`config.mk`:
```
export PLATFORM = sky130hd
export DESIGN_NAME = flash_host_ctrl
export DESIGN_NICKNAME = d
export VERILOG_FILES = /design/src/flash_host_pkg.sv /design/src/flash_host_ctrl.sv /design/src/bit_sync.sv /design/src/flash_cycle.sv
export SDC_FILE = /design/constraint.sdc
export NUM_CORES = 1
export LEC_CHECK = 0
export ABC_CLOCK_PERIOD_IN_PS = 4000
export BUFFER_PORTS_ARGS = -buffer_cell sky130_fd_sc_hd__buf_2
export CORE_UTILIZATION = 40
export DETAILED_ROUTE_END_ITERATION = 7
export GPL_TIMING_DRIVEN = 0
export PLACE_DENSITY_LB_ADDON = 0.08
export SYNTH_ARGS = -nofsm -noshare
export SYNTH_HDL_FRONTEND = slang
export SYNTH_HIERARCHICAL = 1
export SYNTH_SLANG_ARGS = --single-unit
```
`constraint.sdc`:
```
create_clock -name clock -period 4 [get_ports clock]
set_input_delay 0.8 -clock clock [delete_from_list [all_inputs] [get_ports clock]]
set_output_delay 0.8 -clock clock [all_outputs]
set_load 0.005 [all_outputs]
```
`src/flash_host_pkg.sv`:
```
// ************
// ************
package flash_host_pkg;

	// ************
	// Timing
	// ************
	localparam int CLK_MHZ   = 250;
	localparam int T_SETUP_NS = 10;
	localparam int T_WE_NS    = 35;
	localparam int T_HOLD_NS  = 20;
	localparam int T_ACC_NS   = 70;
	localparam int SYNC_CYC   = 2;
	// Least times, rounded up to whole cycles
	localparam int SETUP_CYC = (T_SETUP_NS * CLK_MHZ + 999) / 1000;
	localparam int WE_CYC    = (T_WE_NS * CLK_MHZ + 999) / 1000;
	localparam int HOLD_CYC  = (T_HOLD_NS * CLK_MHZ + 999) / 1000;
	localparam int ACC_CYC   = (T_ACC_NS * CLK_MHZ + 999) / 1000;
	localparam logic [4:0] SETUP_LD = 5'(SETUP_CYC - 1);
	localparam logic [4:0] WE_LD    = 5'(WE_CYC - 1);
	localparam logic [4:0] HOLD_LD  = 5'(HOLD_CYC - 1);
	localparam logic [4:0] RD_LD    = 5'(ACC_CYC + SYNC_CYC - 1);

	// ************
	// Bus codes and addresses
	// ************
	localparam logic [15:0] C_UNLK1  = 16'h00AA;
	localparam logic [15:0] C_UNLK2  = 16'h0055;
	localparam logic [15:0] C_PROG   = 16'h00A0;
	localparam logic [15:0] C_BUF    = 16'h0025;
	localparam logic [15:0] C_CONF   = 16'h0029;
	localparam logic [15:0] C_RESET  = 16'h00F0;
	localparam logic [15:0] C_ERASE  = 16'h0080;
	localparam logic [15:0] C_CHIP   = 16'h0010;
	localparam logic [15:0] C_SECT   = 16'h0030;
	localparam logic [15:0] C_RESUME = 16'h0030;
	localparam logic [15:0] C_QUERY  = 16'h0098;
	localparam logic [15:0] C_SUSP   = 16'h00B0;
	localparam logic [15:0] C_DPD    = 16'h00B9;
	localparam logic [15:0] C_DPDX   = 16'h00AB;
	localparam logic [15:0] C_LREG   = 16'h0040;
	localparam logic [15:0] C_EXIT1  = 16'h0090;
	localparam logic [15:0] C_ZERO   = 16'h0000;
	localparam logic [15:0] C_PPB    = 16'h00C0;
	localparam logic [15:0] C_FRZ    = 16'h0050;
	localparam logic [11:0] A_U1_W   = 12'h555;
	localparam logic [11:0] A_U1_B   = 12'hAAA;
	localparam logic [11:0] A_U2_W   = 12'h2AA;
	localparam logic [11:0] A_U2_B   = 12'h555;
	localparam logic [11:0] A_QRY_W  = 12'h055;
	localparam logic [11:0] A_QRY_B  = 12'h0AA;
	localparam logic [11:0] A_ZERO   = 12'h000;
	localparam logic [7:0]  ST_LOCKED = 8'h00;

	// ************
	// Types
	// ************
	typedef enum logic [4:0] {
		CMD_PROGRAM, CMD_BUF_LOAD, CMD_BUF_CONFIRM, CMD_BUF_ABORT,
		CMD_CHIP_ERASE, CMD_SECT_ERASE, CMD_QUERY, CMD_RESET,
		CMD_SUSPEND, CMD_RESUME, CMD_DPD_ENTER, CMD_DPD_EXIT,
		CMD_LREG_ENTER, CMD_LREG_PROG, CMD_LREG_READ, CMD_SET_EXIT,
		CMD_PPB_ENTER, CMD_PPB_PROG, CMD_PPB_ERASE, CMD_PPB_READ,
		CMD_FRZ_ENTER, CMD_FRZ_SET, CMD_FRZ_READ, CMD_ARRAY_READ
	} cmd_t;
	typedef enum logic [2:0] {
		MD_ARRAY, MD_BUF, MD_QUERY, MD_SUSP,
		MD_DPD, MD_LREG, MD_PPB, MD_FRZ
	} mode_t;
	typedef enum logic [1:0] {
		CY_IDLE = 2'b00, CY_SETUP = 2'b01,
		CY_PULSE = 2'b11, CY_HOLD = 2'b10
	} cyc_st_t;
	typedef enum logic [2:0] {
		M_IDLE = 3'b000, M_ISSUE = 3'b001, M_WAIT = 3'b011,
		M_WORD = 3'b010, M_WWAIT = 3'b110
	} main_st_t;

endpackage

```
`src/flash_host_ctrl.sv`:
```
module flash_host_ctrl
	import flash_host_pkg::*;
#(
	parameter int ADDR_W = 23,
	parameter int CNT_W  = 8
) (
	input  wire logic              clock,
	input  wire logic              resetn,
	input  wire logic              byte_mode,
	input  wire logic              cmd_valid,
	output logic                   cmd_ready,
	input  wire cmd_t              cmd_code,
	input  wire logic [ADDR_W-1:0] cmd_addr,
	input  wire logic [15:0]       cmd_data,
	input  wire logic [CNT_W-1:0]  cmd_count,
	input  wire logic              word_valid,
	output logic                   word_ready,
	input  wire logic [ADDR_W-1:0] word_addr,
	input  wire logic [15:0]       word_data,
	output logic                   rsp_valid,
	output logic                   rsp_error,
	output logic      [15:0]       rsp_data,
	output logic                   rsp_protected,
	output mode_t                  mode,
	output logic      [ADDR_W-1:0] flash_addr,
	output logic      [15:0]       flash_dq_out,
	output logic                   flash_dq_oe_n,
	input  wire logic [15:0]       flash_dq_in,
	output logic                   flash_ce_n,
	output logic                   flash_we_n,
	output logic                   flash_oe_n,
	output logic                   flash_byte_n
);

	// ************
	// Elaboration checks
	// ************
	if (ADDR_W < 12 || ADDR_W > 32) begin : g_bad_addr
		$error("ADDR_W must lie between 12 and 32");
	end
	if (CNT_W < 1 || CNT_W > 16) begin : g_bad_cnt
		$error("CNT_W must lie between 1 and 16");
	end

	// ************
	// Step table
	// ************
	typedef struct packed {
		logic [ADDR_W-1:0] addr;
		logic [15:0]       data;
		logic              rd;
		logic              last;
	} step_t;

	function automatic logic [ADDR_W-1:0] ext(logic [11:0] a);
		ext = {{(ADDR_W-12){1'b0}}, a};
	endfunction

	function automatic step_t mk(logic [ADDR_W-1:0] a, logic [15:0] d,
		logic rd, logic last);
		step_t r;
		r.addr = a;
		r.data = d;
		r.rd   = rd;
		r.last = last;
		mk = r;
	endfunction

	// Commands that open with the two unlock cycles
	function automatic logic has_unlock(cmd_t c);
		case (c)
			CMD_PROGRAM, CMD_BUF_LOAD, CMD_BUF_ABORT, CMD_CHIP_ERASE,
			CMD_SECT_ERASE, CMD_DPD_ENTER, CMD_LREG_ENTER,
			CMD_PPB_ENTER, CMD_FRZ_ENTER: has_unlock = 1'b1;
			default: has_unlock = 1'b0;
		endcase
	endfunction

	// Address, data and kind of bus cycle number s of command c
	function automatic step_t step_info(cmd_t c, logic [2:0] s,
		logic bm, logic [ADDR_W-1:0] a, logic [15:0] d,
		logic [15:0] n);
		logic [ADDR_W-1:0] u1, u2, qa;
		u1 = ext(bm ? A_U1_B : A_U1_W);
		u2 = ext(bm ? A_U2_B : A_U2_W);
		qa = ext(bm ? A_QRY_B : A_QRY_W);
		step_info = mk(a, C_ZERO, 1'b1, 1'b1);
		if (has_unlock(c) && s == 3'd0) begin
			step_info = mk(u1, C_UNLK1, 1'b0, 1'b0);
		end else if (has_unlock(c) && s == 3'd1) begin
			step_info = mk(u2, C_UNLK2, 1'b0, 1'b0);
		end else begin
			case (c)
				CMD_PROGRAM: step_info = (s == 3'd2) ?
					mk(u1, C_PROG, 1'b0, 1'b0) :
					mk(a, d, 1'b0, 1'b1);
				CMD_BUF_LOAD: step_info = (s == 3'd2) ?
					mk(a, C_BUF, 1'b0, 1'b0) :
					mk(a, n, 1'b0, 1'b1);
				CMD_BUF_ABORT:
					step_info = mk(u1, C_RESET, 1'b0, 1'b1);
				CMD_CHIP_ERASE, CMD_SECT_ERASE: case (s)
					3'd2: step_info = mk(u1, C_ERASE, 1'b0, 1'b0);
					3'd3: step_info = mk(u1, C_UNLK1, 1'b0, 1'b0);
					3'd4: step_info = mk(u2, C_UNLK2, 1'b0, 1'b0);
					default: step_info = (c == CMD_CHIP_ERASE) ?
						mk(u1, C_CHIP, 1'b0, 1'b1) :
						mk(a, C_SECT, 1'b0, 1'b1);
				endcase
				CMD_DPD_ENTER:
					step_info = mk(a, C_DPD, 1'b0, 1'b1);
				CMD_LREG_ENTER:
					step_info = mk(u1, C_LREG, 1'b0, 1'b1);
				CMD_PPB_ENTER:
					step_info = mk(u1, C_PPB, 1'b0, 1'b1);
				CMD_FRZ_ENTER:
					step_info = mk(u1, C_FRZ, 1'b0, 1'b1);
				CMD_BUF_CONFIRM:
					step_info = mk(a, C_CONF, 1'b0, 1'b1);
				CMD_QUERY:
					step_info = mk(qa, C_QUERY, 1'b0, 1'b1);
				CMD_RESET:
					step_info = mk(a, C_RESET, 1'b0, 1'b1);
				CMD_SUSPEND:
					step_info = mk(a, C_SUSP, 1'b0, 1'b1);
				CMD_RESUME:
					step_info = mk(a, C_RESUME, 1'b0, 1'b1);
				CMD_DPD_EXIT:
					step_info = mk(a, C_DPDX, 1'b0, 1'b1);
				CMD_LREG_PROG: step_info = (s == 3'd0) ?
					mk(a, C_PROG, 1'b0, 1'b0) :
					mk(a, d, 1'b0, 1'b1);
				CMD_SET_EXIT: step_info = (s == 3'd0) ?
					mk(a, C_EXIT1, 1'b0, 1'b0) :
					mk(a, C_ZERO, 1'b0, 1'b1);
				CMD_PPB_PROG: step_info = (s == 3'd0) ?
					mk(a, C_PROG, 1'b0, 1'b0) :
					mk(a, C_ZERO, 1'b0, 1'b1);
				CMD_PPB_ERASE: step_info = (s == 3'd0) ?
					mk(a, C_ERASE, 1'b0, 1'b0) :
					mk(ext(A_ZERO), C_SECT, 1'b0, 1'b1);
				CMD_FRZ_SET: step_info = (s == 3'd0) ?
					mk(a, C_PROG, 1'b0, 1'b0) :
					mk(a, C_ZERO, 1'b0, 1'b1);
				default: step_info = mk(a, C_ZERO, 1'b1, 1'b1);
			endcase
		end
	endfunction

	// ************
	// Mode tracking
	// ************
	// Commands that the device would treat as a broken order are
	// refused here, so no partial sequence ever reaches the pins
	function automatic logic legal(cmd_t c, mode_t m);
		case (m)
			MD_DPD: legal = (c == CMD_DPD_EXIT);
			MD_QUERY: legal = (c == CMD_RESET ||
				c == CMD_ARRAY_READ);
			MD_BUF: legal = (c == CMD_BUF_CONFIRM ||
				c == CMD_BUF_ABORT);
			MD_SUSP: legal = (c == CMD_RESUME || c == CMD_RESET ||
				c == CMD_ARRAY_READ || c == CMD_QUERY);
			MD_LREG: legal = (c == CMD_LREG_PROG ||
				c == CMD_LREG_READ || c == CMD_SET_EXIT);
			MD_PPB: legal = (c == CMD_PPB_PROG || c == CMD_PPB_ERASE ||
				c == CMD_PPB_READ || c == CMD_SET_EXIT);
			MD_FRZ: legal = (c == CMD_FRZ_SET ||
				c == CMD_FRZ_READ || c == CMD_SET_EXIT);
			default: legal = !(c == CMD_BUF_CONFIRM ||
				c == CMD_DPD_EXIT || c == CMD_LREG_PROG ||
				c == CMD_LREG_READ || c == CMD_SET_EXIT ||
				c == CMD_PPB_PROG || c == CMD_PPB_ERASE ||
				c == CMD_PPB_READ || c == CMD_FRZ_SET ||
				c == CMD_FRZ_READ);
		endcase
	endfunction

	// Device mode once command c has completed
	function automatic mode_t next_mode(cmd_t c, mode_t m);
		case (c)
			CMD_BUF_LOAD:    next_mode = MD_BUF;
			CMD_BUF_CONFIRM: next_mode = MD_ARRAY;
			CMD_BUF_ABORT:   next_mode = MD_ARRAY;
			CMD_QUERY:       next_mode = MD_QUERY;
			CMD_RESET:       next_mode = MD_ARRAY;
			CMD_SUSPEND:     next_mode = MD_SUSP;
			CMD_RESUME:      next_mode = MD_ARRAY;
			CMD_DPD_ENTER:   next_mode = MD_DPD;
			CMD_DPD_EXIT:    next_mode = MD_ARRAY;
			CMD_LREG_ENTER:  next_mode = MD_LREG;
			CMD_PPB_ENTER:   next_mode = MD_PPB;
			CMD_FRZ_ENTER:   next_mode = MD_FRZ;
			CMD_SET_EXIT:    next_mode = MD_ARRAY;
			default:         next_mode = m;
		endcase
	endfunction

	// ************
	// State
	// ************
	main_st_t          st_q, st_d;
	cmd_t              cmd_q, cmd_d;
	mode_t             mode_q, mode_d;
	logic [ADDR_W-1:0] addr_q, addr_d;
	logic [15:0]       data_q, data_d;
	logic [CNT_W-1:0]  cnt_q, cnt_d;
	logic [2:0]        step_q, step_d;
	logic              rsp_valid_d, rsp_error_d, prot_d;
	logic [15:0]       rsp_data_d;
	logic              byte_n_d;
	step_t             info;
	logic              cy_start, cy_rd, cy_done;
	logic [ADDR_W-1:0] cy_addr;
	logic [15:0]       cy_wdata, cy_rdata, dq_sync;

	assign mode = mode_q;
	assign info = step_info(cmd_q, step_q, byte_mode, addr_q, data_q,
		{{(16-CNT_W){1'b0}}, cnt_q});

	// Handshakes are combinational from the sequencer state
	assign cmd_ready  = (st_q == M_IDLE);
	assign word_ready = (st_q == M_WORD);

	// Bus cycle source: command step or a buffer word pair
	always_comb begin
		cy_start = (st_q == M_ISSUE) || (st_q == M_WORD && word_valid);
		cy_rd    = (st_q == M_WORD) ? 1'b0 : info.rd;
		cy_addr  = (st_q == M_WORD) ? word_addr : info.addr;
		cy_wdata = (st_q == M_WORD) ? word_data : info.data;
	end

	// ************
	// Sequencer
	// ************
	// Steps one command through its cycles; a buffer load then
	// takes count+1 pairs from the word port before finishing
	always_comb begin
		st_d        = st_q;
		cmd_d       = cmd_q;
		mode_d      = mode_q;
		addr_d      = addr_q;
		data_d      = data_q;
		cnt_d       = cnt_q;
		step_d      = step_q;
		rsp_valid_d = 1'b0;
		rsp_error_d = 1'b0;
		rsp_data_d  = rsp_data;
		prot_d      = rsp_protected;
		byte_n_d    = !byte_mode;
		case (st_q)
			M_IDLE: if (cmd_valid) begin
				if (!legal(cmd_code, mode_q)) begin
					rsp_valid_d = 1'b1;
					rsp_error_d = 1'b1;
				end else begin
					st_d   = M_ISSUE;
					cmd_d  = cmd_code;
					addr_d = cmd_addr;
					data_d = cmd_data;
					cnt_d  = cmd_count;
					step_d = 3'd0;
				end
			end
			M_ISSUE: st_d = M_WAIT;
			M_WAIT: if (cy_done) begin
				if (info.rd) begin
					rsp_data_d = cy_rdata;
					// Only 00 means protected or frozen
					prot_d = (cy_rdata[7:0] == ST_LOCKED);
				end
				if (!info.last) begin
					step_d = step_q + 3'd1;
					st_d   = M_ISSUE;
				end else if (cmd_q == CMD_BUF_LOAD) begin
					st_d = M_WORD;
				end else begin
					st_d        = M_IDLE;
					mode_d      = next_mode(cmd_q, mode_q);
					rsp_valid_d = 1'b1;
				end
			end
			M_WORD: if (word_valid) st_d = M_WWAIT;
			M_WWAIT: if (cy_done) begin
				if (cnt_q == '0) begin
					st_d        = M_IDLE;
					mode_d      = next_mode(cmd_q, mode_q);
					rsp_valid_d = 1'b1;
				end else begin
					cnt_d = cnt_q - 1'b1;
					st_d  = M_WORD;
				end
			end
			default: st_d = M_IDLE;
		endcase
	end

	// Sequencer registers; the freeze lock state is not modelled,
	// only a reset of the device clears it, not a command
	always_ff @(posedge clock or negedge resetn) begin
		if (!resetn) begin
			st_q          <= M_IDLE;
			cmd_q         <= CMD_ARRAY_READ;
			mode_q        <= MD_ARRAY;
			addr_q        <= '0;
			data_q        <= 16'h0000;
			cnt_q         <= '0;
			step_q        <= 3'd0;
			rsp_valid     <= 1'b0;
			rsp_error     <= 1'b0;
			rsp_data      <= 16'h0000;
			rsp_protected <= 1'b0;
			flash_byte_n  <= 1'b1;
		end else begin
			st_q          <= st_d;
			cmd_q         <= cmd_d;
			mode_q        <= mode_d;
			addr_q        <= addr_d;
			data_q        <= data_d;
			cnt_q         <= cnt_d;
			step_q        <= step_d;
			rsp_valid     <= rsp_valid_d;
			rsp_error     <= rsp_error_d;
			rsp_data      <= rsp_data_d;
			rsp_protected <= prot_d;
			flash_byte_n  <= byte_n_d;
		end
	end

	// ************
	// Pin side
	// ************
	// Read data comes from an unclocked device: synchronise first
	bit_sync #(
		.W (16)
	) u_dq_sync (
		.clock  (clock),
		.resetn (resetn),
		.d      (flash_dq_in),
		.q      (dq_sync)
	);

	flash_cycle #(
		.ADDR_W (ADDR_W)
	) u_cycle (
		.clock     (clock),
		.resetn    (resetn),
		.start     (cy_start),
		.rd        (cy_rd),
		.addr      (cy_addr),
		.wdata     (cy_wdata),
		.dq_sync   (dq_sync),
		.done      (cy_done),
		.rdata_q   (cy_rdata),
		.addr_q    (flash_addr),
		.wdata_q   (flash_dq_out),
		.dq_oe_n_q (flash_dq_oe_n),
		.ce_n_q    (flash_ce_n),
		.we_n_q    (flash_we_n),
		.oe_n_q    (flash_oe_n)
	);

endmodule

```
`src/bit_sync.sv`:
```
module bit_sync
	import flash_host_pkg::*;
#(
	parameter int W = 16
) (
	input  wire logic         clock,
	input  wire logic         resetn,
	input  wire logic [W-1:0] d,
	output logic      [W-1:0] q
);

	logic [W-1:0] meta_q;

	// Two stages; only the second stage is read outside
	always_ff @(posedge clock or negedge resetn) begin
		if (!resetn) begin
			meta_q <= '0;
			q      <= '0;
		end else begin
			meta_q <= d;
			q      <= meta_q;
		end
	end

endmodule

```
`src/flash_cycle.sv`:
```
module flash_cycle
	import flash_host_pkg::*;
#(
	parameter int ADDR_W = 23
) (
	input  wire logic              clock,
	input  wire logic              resetn,
	input  wire logic              start,
	input  wire logic              rd,
	input  wire logic [ADDR_W-1:0] addr,
	input  wire logic [15:0]       wdata,
	input  wire logic [15:0]       dq_sync,
	output logic                   done,
	output logic      [15:0]       rdata_q,
	output logic      [ADDR_W-1:0] addr_q,
	output logic      [15:0]       wdata_q,
	output logic                   dq_oe_n_q,
	output logic                   ce_n_q,
	output logic                   we_n_q,
	output logic                   oe_n_q
);

	cyc_st_t           st_q, st_d;
	logic [4:0]        cnt_q, cnt_d;
	logic              rd_q, rd_d;
	logic [ADDR_W-1:0] addr_d;
	logic [15:0]       wdata_d, rdata_d;
	logic              dq_oe_n_d, ce_n_d, we_n_d, oe_n_d;

	// One bus cycle: setup, strobe, recovery; pins follow the state
	always_comb begin
		st_d    = st_q;
		cnt_d   = cnt_q;
		rd_d    = rd_q;
		addr_d  = addr_q;
		wdata_d = wdata_q;
		rdata_d = rdata_q;
		done    = 1'b0;
		if (cnt_q != 5'h00) cnt_d = cnt_q - 5'h01;
		case (st_q)
			CY_IDLE: if (start) begin
				st_d    = CY_SETUP;
				cnt_d   = SETUP_LD;
				rd_d    = rd;
				addr_d  = addr;
				wdata_d = wdata;
			end
			CY_SETUP: if (cnt_q == 5'h00) begin
				st_d  = CY_PULSE;
				cnt_d = rd_q ? RD_LD : WE_LD;
			end
			CY_PULSE: if (cnt_q == 5'h00) begin
				// Read strobe covers access time plus synchroniser lag
				if (rd_q) rdata_d = dq_sync;
				st_d  = CY_HOLD;
				cnt_d = HOLD_LD;
			end
			CY_HOLD: if (cnt_q == 5'h00) begin
				st_d = CY_IDLE;
				done = 1'b1;
			end
			default: st_d = CY_IDLE;
		endcase
		ce_n_d    = (st_d == CY_IDLE);
		we_n_d    = !(st_d == CY_PULSE && !rd_d);
		oe_n_d    = !(st_d == CY_PULSE && rd_d);
		dq_oe_n_d = rd_d || (st_d == CY_IDLE);
	end

	always_ff @(posedge clock or negedge resetn) begin
		if (!resetn) begin
			st_q      <= CY_IDLE;
			cnt_q     <= 5'h00;
			rd_q      <= 1'b0;
			addr_q    <= '0;
			wdata_q   <= 16'h0000;
			rdata_q   <= 16'h0000;
			dq_oe_n_q <= 1'b1;
			ce_n_q    <= 1'b1;
			we_n_q    <= 1'b1;
			oe_n_q    <= 1'b1;
		end else begin
			st_q      <= st_d;
			cnt_q     <= cnt_d;
			rd_q      <= rd_d;
			addr_q    <= addr_d;
			wdata_q   <= wdata_d;
			rdata_q   <= rdata_d;
			dq_oe_n_q <= dq_oe_n_d;
			ce_n_q    <= ce_n_d;
			we_n_q    <= we_n_d;
			oe_n_q    <= oe_n_d;
		end
	end

endmodule

```
**After elaboration in Yosys (flattened, before gate mapping)**

Memories as Yosys holds them, arrays and structs flattened.
Index checks and enable logic that the tools add are counted.

- Reductions and logical operators: 56
- Eq/ne operators: 65
- Add/subtract/negate cells: 3
- Muxes and demuxes: 72

Operator list:

| cell | count |
|---|---|
| one-hot mux 41 bit (18 select lines) | 1 |
| 2-to-1 mux 41 bit | 5 |
| one-hot mux 41 bit (3 select lines) | 1 |
| == test 5 x 4 -> 1 bit, second input constant | 12 |
| == test 5 bit, second input constant | 11 |
| 2-to-1 mux 3 bit | 14 |
| 2-to-1 mux 8 bit | 5 |
| == test 5 x 3 -> 1 bit, second input constant | 6 |
| 2-to-1 mux 10 bit | 3 |
| 2-to-1 mux 5 bit | 5 |
| one-hot mux 3 bit (8 select lines) | 1 |
| logical OR 1 bit | 23 |
| 2-to-1 mux 23 bit | 1 |
| one-hot mux 3 bit (7 select lines) | 1 |
| == test 5 x 2 -> 1 bit, second input constant | 4 |
| == test 3 x 2 -> 1 bit, second input constant | 6 |
| == test 3 bit, second input constant | 6 |
| 2-to-1 mux 18 bit | 1 |
| != test 2 bit, second input constant | 9 |
| logical NOT 8 bit | 2 |
| 2-to-1 mux 1 bit | 16 |
| 2-to-1 mux 16 bit | 1 |
| one-hot mux 8 bit (2 select lines) | 1 |
| one-hot mux 3 bit (5 select lines) | 1 |
| other kinds (31) | 60 |

- Output and inout bits: 68
- Logic and storage cells: 222
- Flip-flop bits (word level): 180
- Memories kept: 2
- Memory bits (read-only): 64

Memory list:

| name | words | width | read ports | clocked after memory_dff | write ports | line | source |
|---|---|---|---|---|---|---|---|
| (no name shown) | 32 | 1 | 1 | 0 | 0 | flash_host_ctrl.sv:71 | `case (c)` |
| (no name shown) | 32 | 1 | 1 | 0 | 0 | flash_host_ctrl.sv:71 |  |

**Depth between registers and ports, before layout**

- Depth in word-level cells: 17
- Depth in mapped cells: 12

**Modules after synthesis**

Netlist, hierarchy kept.

Modules (own cells, without submodules):

| module | instances | cells each | area each (um2) |
|---|---|---|---|
| flash_host_ctrl | 1 | 646 | 5716.7 |
| flash_cycle | 1 | 177 | 2661.3 |
| bit_sync | 1 | 32 | 800.8 |

**Worst setup path after synthesis**

Ideal clock, no wire load.

- Kind: reg-to-reg
- Start point: register u_cycle.cnt_q[0]
- End point: register rsp_data[0]
- Path buffers: 3
- Library setup time: 0.125 ns
- Data arrival time: 2.764 ns
- Stages on the path, launching flop included: 12
- Path slack: 1.111 ns
- Cells stage by stage: dfrtp_1 inv_1 ha_1 nor4b_4 inv_2 clkbuf_1 nor3b_1 clkbuf_1 nand2_1 nor2_2 buf_2 mux2_2

- Cells in the longest elaborated chain, start to end: 4

Ends and longest elaborated chain:

| what | line | source |
|---|---|---|
| start: declaration | flash_cycle.sv:24 | `logic [4:0] cnt_q, cnt_d;` |
| start signal: assignment | flash_cycle.sv:84 | `cnt_q <= cnt_d;` |
| logical NOT 5 bit | flash_cycle.sv:58 | `CY_HOLD: if (cnt_q == 5'h00) begin` |
| 2-to-1 mux 1 bit | flash_cycle.sv:58 |  |
| 2-to-1 mux 1 bit | flash_cycle.sv:40 | `case (st_q)` |
| via cy_done | flash_host_ctrl.sv:213 | `logic cy_start, cy_rd, cy_done;` |
| AND reduction 3 bit (no line) | n/a |  |
| end signal: assignment | flash_host_ctrl.sv:324 | `rsp_data <= rsp_data_d;` |
| end: declaration | flash_host_ctrl.sv:22 | `output logic [15:0] rsp_data,` |

The timed path passes the listed nets, and every way through them passes these cells.
A chain may end at the register's enable or synchronous reset.

**Final worst setup path**

- Start point: register u_cycle.cnt_q[0]
- End point: register rsp_data[2]

The elaborated chain is that of the path after synthesis.

==> impl_results.md <==
- Tmin final: 3497 ps
- FFs w/ async S/R, synth: 1.000
- Clk_lat worst skew: 440 ps
- Max_cap viols: 0
- Die H: 153.5 µm
- Routed via count: 7473
- Outcome: complete, no violations
- R2r endpoint: rsp_data[2]
- GRT Residual Overflow: 0
- RSZ-0062 raised after global routing: no
- Top FF cell, synth: dfrtp_1
- Final Hold Fails: 0
- Global-route wire length before repair: 42.20 mm
- Critical path's top delay family: simple AND/OR/NAND/NOR gates
- Met2 WL: 12.04 mm
- Sequential area share after synthesis: 0.4920
- Hold-fix buffers, CTS: 0
- RR Startpoint: u_cycle/cnt_q[0]
- Worst Setup Slack, final: 503.3 ps
- CTS Buf Count: 17
- Filler cells: 2141
- CP bufs+invs: 5
- Largest stage delay on the critical path: 420 ps
- DRC viols: 0
- Post-synth top area share: 0.4662
- Mapped Nets: slightly below 1000
- Fin area: 11110 µm²
- Row count: 55
- Die Width: approximately 150 µm
- Power density over the cells: about 330 nW/µm²
- Area Growth Syn to Fin: 20.99%
- Final Max Tran Viols: 0
- IO Count: 180
- Met3 wire length: 1.633 mm
- Vias in the first global route: 7234
- TritonRoute pass-1 iters: 5
- Wire length on met1: ~13 mm
- Area contributors post-synth: dfrtp_1 (47%), mux2_2 (14%), a21oi_1 (3.1%)
- Cell depth of the worst flop-to-flop path: 11
- HPWL after DPL: 19.93 mm
- Core box area: around 23000 µm²
- Crit-path max FO: 10
- Post-synth top area cell: dfrtp_1
- Post-synth EDFFs: 0
- Most common cell in the netlist: dfrtp_1
- Maximum vdd ir drop: 0.0002316 V
- Post-DP Area: ~10000 µm²
- Final Cycle Share: 0.8742
- Core Util, Final: 0.4920
- Arrival @ worst endpoint: 3820 ps
- Crit. End Element: flop
- Final ANT Viol Nets: 0
- Worst Setup Start Kind: flop
- DR iter-0 viols: 610
- Initial antenna violation count: 5
- Distinct cell type count after synthesis: between 80 and 90
- TritonCTS clock tree: done
- Starting Density: 0.4067
- P_leak: 5.362 nW
- Clock sink total: 180
- Worst EP required: 4320 ps
- Post-synthesis cell count: 855
- CP Cell Sequence: inv_1 > ha_1 > nor4b_4 > inv_2 > clkbuf_1 > nor3b_1 > clkbuf_2 > nand2_1 > nor2_4 > buf_2 > mux2_2
- Clock buffer depth: 2
- Clock root buffer: clkbuf_16
- R2R Setup Slk: about 500 ps
- DR top layer: met5
- Yosys warnings: 6
- Slew @ Worst Pin: 974.2 ps
- Setup CP Type: flop to flop
- H-Tree Depth: 4
- Largest net degree at the start of global routing: 117
- Overall Global Routing Usage: 0.2329
- Max Freq: between 0.2 and 0.3 GHz
- Post-Syn Area per Cell: 10.74 µm²
- Top cells by count, synth: dfrtp_1 (171), mux2_2 (114), nand2_1 (62)
- Final setup fails: 0
- Min-delay worst type: primary input to asynchronous set/reset pin
- Clk slew on worst S/H paths: 80 ps
- Rel. slew slack: 0.3488
- Share of layout cells above drive strength 1: 0.3730
- Worst Skew: 15.36 ps
- Input/output buffers: around 180
- Nets: 1174
- Mean number of vias per cell: 5.511
- Average wire per standard cell: 19.78 µm
- GPL Wtd Cong: slightly above 0.9
- DIE AREA: 23560 µm²
- CP max-delay cell: dfrtp_1
- Pre-CTS setup slack: ~96 ps
- Mapped Area: 9179 µm²
- Seq cells post-synth: between 150 and 200
- WL final: 26.82 mm
routing by layer:
metal | vias up | global-route usage
met5 | - | 0
met4 | 2 | 0.07286
met3 | 27 | 0.04763
met2 | 248 | 0.3483
met1 | 3647 | 0.3372
li1 | 3549 | -
worst max-delay path by stage:
stage	start	end	slack, ps	cells after the start
finish	u_cycle/cnt_q[0]	rsp_data[2]	500	11
global route	u_cycle/cnt_q[0]	rsp_data[3]	180	11
CTS	u_cycle/cnt_q[0]	rsp_data[2]	50	11
detailed placement	u_cycle/cnt_q[0]	rsp_data[2]	100	11
global placement	resetn	u_dq_sync/meta_q[14]	-970	1
floorplan	u_cycle/cnt_q[0]	rsp_data[0]	1110	11
metrics by stage:
stage	cells	TNS, ps	hold slack (ps)	power, mW
final	1356	0	304.2	3.710
after floorplan	855	0	331.2	1.909
after detailed placement	1320	0	334.7	2.019
after CTS	1352	0	317.3	3.760
after global routing	1354	0	337.8	3.854
after global placement	1319	-162300	331.6	2.014
layout by cell type, fill, tap and decap left out, types with 8 or more instances in the layout:
cell type	netlist	routed
buf_2	24	202
dfrtp_1	171	171
mux2_2	114	114
nand2_1	62	62
a21oi_1	57	57
nor2_1	49	49
o21ai_0	38	38
nand3_1	27	27
a22o_1	26	26
inv_1	21	21
clkbuf_1	20	19
nor2b_1	17	17
clkbuf_16	0	17
nor3_1	14	14
nand2b_1	13	13
a31oi_1	12	12
dfstp_2	9	9
o211ai_1	8	8
or3_1	8	8
ha_1	8	8
cell families after synthesis:
family / count (synthesis) / share of synthesized area
xor+xnor: 4 / 0.003816
buf+inv: 79 / 0.03953
mux: 118 / 0.1445
compound gates: 226 / 0.1718
fa+ha+maj: 9 / 0.01213
simple gates: 239 / 0.1363
flops: 180 / 0.4920
where the power goes:
part / leakage, nW / internal, mW / switching [mW]
Combinational: 2.75 / 0.0563 / 0.0703
Sequential: 2.31 / 1.84 / 0.00894
Clock: 0.298 / 0.863 / 0.869
Total: 5.36 / 2.76 / 0.948
cell type report:
cell class	instances	area, µm²	share of cell area
sequential	180	4516	0.4066
clock buffer	17	425.4	0.03831
timing repair buffer	180	933.4	0.08405
inverter	24	90.09	0.008112
antenna	4	10.01	0.0009013
tap	285	356.6	0.03211
clock inverter	15	195.2	0.01758
multi-input combinational	596	4305	0.3877
buffer	55	274.0	0.02467
sequential cells by signal, summed over array words and instances, names as in the netlist, 16 cells and up:
| signal | flops |
|---|---|
| u_cycle/wdata_q | 16 |
| addr_q | 23 |
| u_dq_sync/q | 16 |
| u_dq_sync/meta_q | 16 |
| rsp_data | 16 |
| u_cycle/addr_q | 23 |
| data_q | 16 |
| u_cycle/rdata_q | 16 |
repair_timing:
item	CTS	global route
setup endpoints to repair	0	10
hold endpoints to repair	0	0
setup buffers	0	0
resized for setup	0	3
(Power assumes the default switching activity.)
